`src/rtl/pwr_seq_pkg.sv`:
```
// constants, types and register map of the power and reset sequencer
// ----------------------------------------------------------------------
// Summary of operation
// - enable low: sleep, regulator off, logic idle
// - enable high, bias good: start regulator now
// - enable falls, bias good: outputs off at once
// - bias or regulator undervoltage: reset to defaults
// - each reset pass sets power-up and error flags
// - reset state: outputs off, fault pin low
// - supplies good: go to init, release fault pin
// - init timer from stored delay, then normal
// - clear power-up in init: skip to normal
// - power-up copies stored settings, channels off
// - reload command reloads settings, clears power-up flag
// - clear power-up command clears flag in init or normal
// - output supply undervoltage: outputs off, flags set
// - below low threshold sets warning and error
// - clear faults clears warning with other faults
// - warning assertion clears LED open, short faults
// - below threshold suppresses open and short detection
// - threshold code 5 bits, 4V to 35V
// - low supply warning deglitched about 96 us
// - supply undervoltage shutdown deglitched about 96 us
// ----------------------------------------------------------------------
package pwr_seq_pkg;

  // ----------------------------------------------------------------------
  // clock and timing
  // ----------------------------------------------------------------------
  localparam int CLK_MHZ         = 250;
  localparam int DEGLITCH_US     = 96;
  localparam int DEGLITCH_CYC    = DEGLITCH_US * CLK_MHZ;
  localparam int INIT_STEP_CYC   = 2500;

  // ----------------------------------------------------------------------
  // register map, byte addresses
  // ----------------------------------------------------------------------
  localparam logic [7:0] ADDR_CMD       = 8'h00;
  localparam logic [7:0] ADDR_THRESH    = 8'h04;
  localparam logic [7:0] ADDR_CHAN_EN   = 8'h08;
  localparam logic [7:0] ADDR_STATUS    = 8'h0c;
  localparam logic [7:0] ADDR_LED_OPEN  = 8'h10;
  localparam logic [7:0] ADDR_LED_SHORT = 8'h14;

  // command bits, write one to act, read as zero
  localparam int CMD_CLR_POWER_UP = 0;
  localparam int CMD_RELOAD       = 1;
  localparam int CMD_CLR_FAULTS   = 2;

  // threshold code: volts = code + THRESH_BASE_V
  localparam int         THRESH_W      = 5;
  localparam int         THRESH_BASE_V = 4;
  localparam int         CHANNELS      = 16;
  localparam logic [15:0] CHAN_EN_RST  = 16'h0000;

  // ----------------------------------------------------------------------
  // types
  // ----------------------------------------------------------------------
  typedef enum logic [3:0] {
    ST_SLEEP  = 4'b0001,
    ST_RESET  = 4'b0010,
    ST_INIT   = 4'b0100,
    ST_NORMAL = 4'b1000
  } state_t;

  typedef struct packed {
    logic power_up;
    logic err;
    logic supply_uv;
    logic low_supply;
  } flags_t;

  localparam flags_t FLAGS_RST = '{power_up: 1'b1, err: 1'b1,
                                   supply_uv: 1'b0, low_supply: 1'b0};

endpackage

```
`src/rtl/power_reset_supply_monitor.sv`:
```
// power, reset sequencing and supply monitor of the led driver
//
// Decided for this implementation: the register offsets and the address-and-strobe port.
`timescale 1ns/1ps
module power_reset_supply_monitor
  import pwr_seq_pkg::*;
#(
  parameter int DEGLITCH      = DEGLITCH_CYC,
  parameter int INIT_CODE_W   = 4,
  parameter int INIT_STEP     = INIT_STEP_CYC
) (
  // clock and reset
  input  wire logic                   clock,
  input  wire logic                   rst,
  // analog status pins
  input  wire logic                   en,
  input  wire logic                   vbat_ok,
  input  wire logic                   ldo_ok,
  input  wire logic                   supply_uv,
  input  wire logic                   supply_low,
  // stored non-volatile settings
  input  wire logic [INIT_CODE_W-1:0] init_delay_setting,
  input  wire logic [THRESH_W-1:0]    nv_low_supply_threshold,
  // led diagnostics, same clock
  input  wire logic [CHANNELS-1:0]    led_open_det,
  input  wire logic [CHANNELS-1:0]    led_short_det,
  // register port
  input  wire logic [7:0]             addr,
  input  wire logic [31:0]            wdata,
  input  wire logic                   wr,
  input  wire logic                   rd,
  output logic      [31:0]            rdata,
  // controls toward the analog side
  output logic                        regulator_enable,
  output logic      [CHANNELS-1:0]    channel_on,
  output logic                        diag_enable,
  output logic      [THRESH_W-1:0]    low_supply_threshold,
  output logic      [7:0]             low_supply_volts,
  // open-drain fault pin
  input  wire logic                   err_i,
  output logic                        err_o,
  output logic                        err_oe
);

  // ----------------------------------------------------------------------
  // helpers
  // ----------------------------------------------------------------------
  localparam int DW = $clog2(DEGLITCH + 1);

  function automatic logic [23:0] init_len(
    input logic [INIT_CODE_W-1:0] code);
    init_len = 24'((int'(code) + 1) * INIT_STEP);
  endfunction

  function automatic logic wr_hit(input logic [7:0] a, input logic w,
                                  input logic [7:0] off);
    wr_hit = w && (a == off);
  endfunction

  // ----------------------------------------------------------------------
  // pin synchronisers
  // ----------------------------------------------------------------------
  logic [5:0] sync1_ff;
  logic [5:0] sync2_ff;
  logic       en_s;
  logic       vbat_s;
  logic       ldo_s;
  logic       uv_s;
  logic       low_s;
  logic       err_pin_s;

  // async pins get two flops before anything looks at them
  always_ff @(posedge clock) begin
    if (rst) begin
      sync1_ff <= 6'h00;
      sync2_ff <= 6'h00;
    end else begin
      sync1_ff <= {err_i, supply_low, supply_uv, ldo_ok, vbat_ok, en};
      sync2_ff <= sync1_ff;
    end
  end

  assign en_s      = sync2_ff[0];
  assign vbat_s    = sync2_ff[1];
  assign ldo_s     = sync2_ff[2];
  assign uv_s      = sync2_ff[3];
  assign low_s     = sync2_ff[4];
  assign err_pin_s = sync2_ff[5];

  // ----------------------------------------------------------------------
  // deglitch filters: 0 = output supply uv, 1 = low supply
  // ----------------------------------------------------------------------
  logic [1:0] raw_cond;
  logic [1:0] flt;

  assign raw_cond = {low_s, uv_s};

  for (genvar g = 0; g < 2; g++) begin : g_deg
    logic [DW-1:0] cnt_ff;
    logic [DW-1:0] nxt_cnt;
    logic          flt_ff;
    logic          nxt_flt;

    // a short dip restarts the count; release is immediate
    always_comb begin
      nxt_cnt = cnt_ff;
      nxt_flt = flt_ff;
      if (!raw_cond[g]) begin
        nxt_cnt = '0;
        nxt_flt = 1'b0;
      end else if (cnt_ff == DW'(DEGLITCH - 1)) begin
        nxt_flt = 1'b1;
      end else begin
        nxt_cnt = cnt_ff + DW'(1);
      end
    end

    always_ff @(posedge clock) begin
      if (rst) begin
        cnt_ff <= '0;
        flt_ff <= 1'b0;
      end else begin
        cnt_ff <= nxt_cnt;
        flt_ff <= nxt_flt;
      end
    end

    assign flt[g] = flt_ff;
  end

  // ----------------------------------------------------------------------
  // sequencing state and init timer
  // ----------------------------------------------------------------------
  state_t      state_ff;
  state_t      nxt_state;
  logic [23:0] timer_ff;
  logic [23:0] nxt_timer;
  logic        por_cond;
  logic        clr_pu;
  logic        init_done;

  assign init_done = (timer_ff == init_len(init_delay_setting) - 24'h1);
  assign por_cond = !vbat_s || !ldo_s;
  assign clr_pu   = wr_hit(addr, wr, ADDR_CMD) && wdata[CMD_CLR_POWER_UP];

  always_comb begin
    nxt_state = state_ff;
    nxt_timer = 24'h000000;
    if (!en_s) begin
      nxt_state = ST_SLEEP;
    end else if (por_cond) begin
      nxt_state = ST_RESET;
    end else begin
      case (state_ff)
        ST_SLEEP:  nxt_state = ST_RESET;
        ST_RESET:  nxt_state = ST_INIT;
        ST_INIT: begin
          if (clr_pu) begin
            nxt_state = ST_NORMAL;
          end else if (init_done) begin
            nxt_state = ST_NORMAL;
          end else begin
            nxt_timer = timer_ff + 24'h1;
          end
        end
        ST_NORMAL: nxt_state = ST_NORMAL;
        default:   nxt_state = ST_RESET;
      endcase
    end
  end

  always_ff @(posedge clock) begin
    if (rst) begin
      state_ff <= ST_RESET;
      timer_ff <= 24'h000000;
    end else begin
      state_ff <= nxt_state;
      timer_ff <= nxt_timer;
    end
  end

  // ----------------------------------------------------------------------
  // registers and flags
  // ----------------------------------------------------------------------
  flags_t                flags_ff;
  flags_t                nxt_flags;
  logic [THRESH_W-1:0]   thresh_ff;
  logic [THRESH_W-1:0]   nxt_thresh;
  logic [CHANNELS-1:0]   chan_en_ff;
  logic [CHANNELS-1:0]   nxt_chan_en;
  logic [CHANNELS-1:0]   open_ff;
  logic [CHANNELS-1:0]   nxt_open;
  logic [CHANNELS-1:0]   short_ff;
  logic [CHANNELS-1:0]   nxt_short;
  logic                  low_prev_ff;
  logic                  in_por;
  logic                  reload;
  logic                  clr_flt;
  logic                  low_rise;

  // sleep counts as reset: the core is unpowered there
  assign in_por   = (state_ff == ST_RESET) || (state_ff == ST_SLEEP);
  assign reload   = wr_hit(addr, wr, ADDR_CMD) && wdata[CMD_RELOAD];
  assign clr_flt  = wr_hit(addr, wr, ADDR_CMD) && wdata[CMD_CLR_FAULTS];
  assign low_rise = flt[1] && !low_prev_ff;

  always_comb begin
    nxt_flags   = flags_ff;
    nxt_thresh  = thresh_ff;
    nxt_chan_en = chan_en_ff;
    nxt_open    = open_ff;
    nxt_short   = short_ff;
    if (in_por) begin
      nxt_flags   = FLAGS_RST;
      nxt_thresh  = nv_low_supply_threshold;
      nxt_chan_en = CHAN_EN_RST;
      nxt_open    = '0;
      nxt_short   = '0;
    end else begin
      if (reload) begin
        nxt_thresh     = nv_low_supply_threshold;
        nxt_chan_en    = CHAN_EN_RST;
        nxt_open       = '0;
        nxt_short      = '0;
        nxt_flags.power_up = 1'b0;
      end else begin
        if (wr_hit(addr, wr, ADDR_THRESH)) begin
          nxt_thresh = wdata[THRESH_W-1:0];
        end
        if (wr_hit(addr, wr, ADDR_CHAN_EN)) begin
          nxt_chan_en = wdata[CHANNELS-1:0];
        end
      end
      if (clr_pu) begin
        nxt_flags.power_up = 1'b0;
      end
      if (clr_flt) begin
        nxt_flags.supply_uv  = 1'b0;
        nxt_flags.low_supply = 1'b0;
        nxt_flags.err        = 1'b0;
        nxt_open             = '0;
        nxt_short            = '0;
      end
      // detections win over a clear in the same cycle
      if (low_rise) begin
        nxt_open  = '0;
        nxt_short = '0;
      end else if (!low_s) begin
        nxt_open  = nxt_open | led_open_det;
        nxt_short = nxt_short | led_short_det;
      end
      if (flt[0]) begin
        nxt_flags.supply_uv = 1'b1;
        nxt_flags.err       = 1'b1;
      end
      if (flt[1]) begin
        nxt_flags.low_supply = 1'b1;
        nxt_flags.err        = 1'b1;
      end
      if (nxt_flags.power_up) begin
        nxt_flags.err = 1'b1;
      end
    end
  end

  always_ff @(posedge clock) begin
    if (rst) begin
      flags_ff    <= FLAGS_RST;
      thresh_ff   <= '0;
      chan_en_ff  <= CHAN_EN_RST;
      open_ff     <= '0;
      short_ff    <= '0;
      low_prev_ff <= 1'b0;
    end else begin
      flags_ff    <= nxt_flags;
      thresh_ff   <= nxt_thresh;
      chan_en_ff  <= nxt_chan_en;
      open_ff     <= nxt_open;
      short_ff    <= nxt_short;
      low_prev_ff <= flt[1];
    end
  end

  // ----------------------------------------------------------------------
  // outputs toward the analog side
  // ----------------------------------------------------------------------
  logic [CHANNELS-1:0] nxt_chan_on;
  logic                nxt_err_oe;
  logic                nxt_reg_en;
  logic                nxt_diag;

  always_comb begin
    nxt_reg_en  = en_s && vbat_s;
    nxt_chan_on = '0;
    if ((state_ff == ST_NORMAL) && en_s && !flt[0] && !por_cond) begin
      nxt_chan_on = chan_en_ff;
    end
    nxt_err_oe = (state_ff == ST_RESET) || flt[0];
    nxt_diag   = (state_ff == ST_NORMAL) && !low_s;
  end

  always_ff @(posedge clock) begin
    if (rst) begin
      regulator_enable <= 1'b0;
      channel_on       <= '0;
      err_oe           <= 1'b1;
      diag_enable      <= 1'b0;
    end else begin
      regulator_enable <= nxt_reg_en;
      channel_on       <= nxt_chan_on;
      err_oe           <= nxt_err_oe;
      diag_enable      <= nxt_diag;
    end
  end

  // pin is only ever pulled low
  assign err_o                = 1'b0;
  assign low_supply_threshold = thresh_ff;
  assign low_supply_volts     = 8'(thresh_ff) + 8'(THRESH_BASE_V);

  // ----------------------------------------------------------------------
  // read port
  // ----------------------------------------------------------------------
  logic [31:0] nxt_rdata;

  always_comb begin
    nxt_rdata = 32'h00000000;
    if (rd) begin
      case (addr)
        ADDR_THRESH:    nxt_rdata = 32'(thresh_ff);
        ADDR_CHAN_EN:   nxt_rdata = 32'(chan_en_ff);
        ADDR_STATUS:    nxt_rdata = 32'({err_pin_s, state_ff, flags_ff});
        ADDR_LED_OPEN:  nxt_rdata = 32'(open_ff);
        ADDR_LED_SHORT: nxt_rdata = 32'(short_ff);
        default:        nxt_rdata = 32'h00000000;
      endcase
    end
  end

  always_ff @(posedge clock) begin
    if (rst) begin
      rdata <= 32'h00000000;
    end else begin
      rdata <= nxt_rdata;
    end
  end

endmodule

```
`config.mk`:
```
export PLATFORM = sky130hd
export DESIGN_NAME = power_reset_supply_monitor
export DESIGN_NICKNAME = d
export VERILOG_FILES = /design/src/rtl/pwr_seq_pkg.sv /design/src/rtl/power_reset_supply_monitor.sv
export SDC_FILE = /design/constraint.sdc
export NUM_CORES = 1
export LEC_CHECK = 0
export BUFFER_PORTS_ARGS = -buffer_cell sky130_fd_sc_hd__clkbuf_2
export CAP_MARGIN = 10
export CORE_MARGIN = 8
export CORE_UTILIZATION = 50
export CTS_BUF_LIST = sky130_fd_sc_hd__clkbuf_8
export CTS_CLUSTER_SIZE = 12
export DETAILED_ROUTE_END_ITERATION = 12
export PLACE_DENSITY_LB_ADDON = 0.1
export SKIP_LAST_GASP = 1
export SLEW_MARGIN = 15
export SYNTH_ARGS = -nofsm -noshare
export SYNTH_HDL_FRONTEND = slang
export SYNTH_SLANG_ARGS = --single-unit
```
`constraint.sdc`:
```
create_clock -name clock -period 9.86 [get_ports clock]
set_input_delay 2.958 -clock clock [delete_from_list [all_inputs] [get_ports clock]]
set_output_delay 2.958 -clock clock [all_outputs]
set_load 0.1 [all_outputs]
```
==> flow_summary.ini <==
[clock_tree]
cts.sinks = 165
clock_latency_ns = 0.46
cts_max_level = 4
cts-root-buf = clkbuf_8
ctsHoldBuffers = 0
clock_path_buffers = 2
cts_buffers = 17
post_cts.resized_instances = 0
cts_setup_buffers = 0
cts_tree = yes
clk_pin_slew_ns = 0.08

[run_status]
status = completed

[logic_synthesis]
yosysSeqAreaShare = 0.413
yosys_warnings = 0
ys_seq_elements = 165
synth-edff-count = 0
synthTopCellsByCount = dfxtp_1, nor2_1, a21oi_1, nand2_1, nor2b_1
synthTopCellsByArea = dfxtp_1, nor2_1, a21oi_1
yosysTopAreaCell = dfxtp_1
synth_top_area_frac = 0.413
ys_async_sr_fraction = 0
ys.flop_type = dfxtp_1
yosysMostFrequentCell = dfxtp_1
synth_cell_types = 64
syn_area_per_cell_um2 = 8.58
syn-cell-area_mm2 = 0.00800
syn_inst = 932

[placement]
hpwlAfterDp_um = 13300
globalplace.congestion = 0.801
io_buffers = 120

[cells_and_area]
drive_above_1_share = 0.167
n_antenna_cell = 0
nets = 1160
area_growth_pct = 13.6

[floorplanning]
io_pins = 156
die_h_um = 142
core-area_mm2 = 0.0158
start_util = 0.507
core.rowCount = 46
die_area_mm2 = 0.0203
die_w_um = 142

[worst_setup_path]
path_class = input pin to register
startpoint_type = input pin
worstRegToRegCells = 9
cp-end-kind = register
crit_required_ns = 10.16
cp_max_fo = 25
crit_arrival_ns = 8.28

[pwr]
combPwrFrac = 0.197
seqPwrFrac = 0.462
clockPowerShare = 0.341
leakagePower_nw = 3.65
switchingPower_w = 0.000456
swShare = 0.306
peakVddDrop_uv = 140
p_int_w = 0.00104
power_density_mw_per_mm2 = 164

[sta]
tightest_slew_ns = 0.777
finalSetupTns_ns = 0
fin_crit_sh = 0.809
hold_violations = 0
hold_ws_ns = 0.442
clock.fmax_mhz = 125
setup_viol = 0
slew_headroom = 0.477
finalMaxSlewViolations = 0
min_period_ns = 7.98
clock_skew_ns = 0.0130
rsz0062_at_grt = no

[global_route]
grt_overflow = 0
grt_pass1_vias = 6158
grt_pass1_wl_um = 29600
grt_use_total = 0.179
antenna_found_initial = 0
grt_max_degree = 34

[detailed_routing]
vias = 6523
post_drt_wl_per_cell_um = 14.3
first_pass_iters = 4
totalWireLength_um = 18100
drt_iter0_drc = 351
antenna_left = 0
viasPerCell = 5.16
drcViolationCount = 0

[run]
drv_cap = 0

[worst_hold_path]
hold_path.class = register to register
hold_depth = 1
## layout make-up
cell class / count / area [um^2]
Sequential cell: 165 / 3300
Clock inverter: 14 / 173
Tap cell: 216 / 270
Clock buffer: 18 / 248
Inverter: 23 / 86.3
Multi-Input combinational cell: 703 / 4370
Timing Repair Buffer: 125 / 638
Fill cell: 1551 / 6680
## layer usage
| metal | GRT usage | part of all wire | vias to the layer above |
|---|---|---|---|
| met3 | 0.0386 | 0.044 | 18 |
| met2 | 0.295 | 0.48 | 131 |
| met5 | 0 | 0 | - |
| met4 | 0.0548 | 0.013 | 0 |
| met1 | 0.229 | 0.47 | 3015 |
| li1 | - | - | 3359 |
## placed cells by master, fill, tap and decap left out, types with 6 or more instances in the layout
master    Yosys  final
nor4_1        7      7
nor3_1       13     13
o21ai_0      16     16
xor2_1       40     40
nand4_1       9      9
clkbuf_2      0    120
dfxtp_1     165    165
nand2b_1      7      7
and3_1       24     24
a21oi_1      83     83
nand3_1      33     33
clkbuf_8      0     18
or3_1         8      8
a222oi_1     11     11
nand2_1      75     75
nor2_1      139    139
inv_1        22     23
nor2b_1      51     51
mux2i_1      12     12
xnor2_1      32     32
and2_1       19     19
conb_1        1     19
a22oi_1       6      6
ha_1         30     30
## power groups by stage
stage	Clock [W]	Sequential [W]	Combinational, W
detailed placement	0	0.000705	0.000293
global route	0.000550	0.000692	0.000326
finish	0.000509	0.000689	0.000295
CTS	0.000524	0.000690	0.000294
floorplan	0	0.000717	0.000231
global placement	0	0.000705	0.000292
## registers in the layout, indices dropped and copies added, names as in the netlist, 2 cells and up
signal / cells
state_ff: 4
g_deg.flt_ff: 2
open_ff: 16
flags_ff: 4
rdata: 16
sync2_ff: 6
timer_ff: 24
g_deg.cnt_ff: 30
sync1_ff: 6
short_ff: 16
chan_en_ff: 16
channel_on: 16
low_supply_threshold: 5
## per-stage QoR
| step | utilization | power (W) | setup slack (ns) | instance area [um^2] | std cells |
|---|---|---|---|---|---|
| finish | 0.576 | 0.00149 | 1.88 | 9090 | 1264 |
| floorplan | - | 0.000948 | 2.30 | 8060 | 950 |
| detailed placement | 0.550 | 0.000998 | 1.41 | 8670 | 1232 |
| CTS | 0.576 | 0.00151 | 1.86 | 9090 | 1264 |
| global placement | 0.550 | 0.000997 | 1.38 | 8670 | 1232 |
| global route | 0.576 | 0.00157 | 1.44 | 9090 | 1264 |
## worst max-delay path: stages
cell and delay [ns]:
clkbuf_2 0.17, ha_1 0.27, xor2_1 0.42, inv_1 0.17, fa_1 0.50, inv_1 0.04, ha_1 0.20, fa_1 0.45
ha_1 0.45, o21ai_1 0.18, a211oi_2 0.41, o221ai_1 0.15, or3_1 0.42, a31o_1 0.23, a2111oi_4 0.30, o2111ai_2 0.22
o21ai_4 0.55, o21ai_0 0.16
## final timing paths
kind / startpoint / to / slack [ns]
max: init_delay_setting[0] / state_ff[2] / 1.88
max reg2reg: timer_ff[15] / state_ff[2] / 6.79
min reg2reg: sync1_ff[4] / sync2_ff[4] / 0.44
min: sync1_ff[4] / sync2_ff[4] / 0.44
## kinds of logic (layout without fill, tap and decap cells)
| logic type | after synthesis | after routing | share of synthesized area |
|---|---|---|---|
| multiplexers | 16 | 16 | 0.0207 |
| AND/OR/NAND/NOR | 401 | 401 | 0.244 |
| other | 1 | 19 | 0.000469 |
| AO/OA/AOI/OAI | 161 | 161 | 0.135 |
| flip-flops | 165 | 165 | 0.413 |
| adder cells (fa/ha/maj) | 34 | 34 | 0.0570 |
| XOR/XNOR | 72 | 72 | 0.0789 |
| buffers and inverters | 82 | 180 | 0.0509 |
Note: power is estimated with default switching activity, not from simulation.
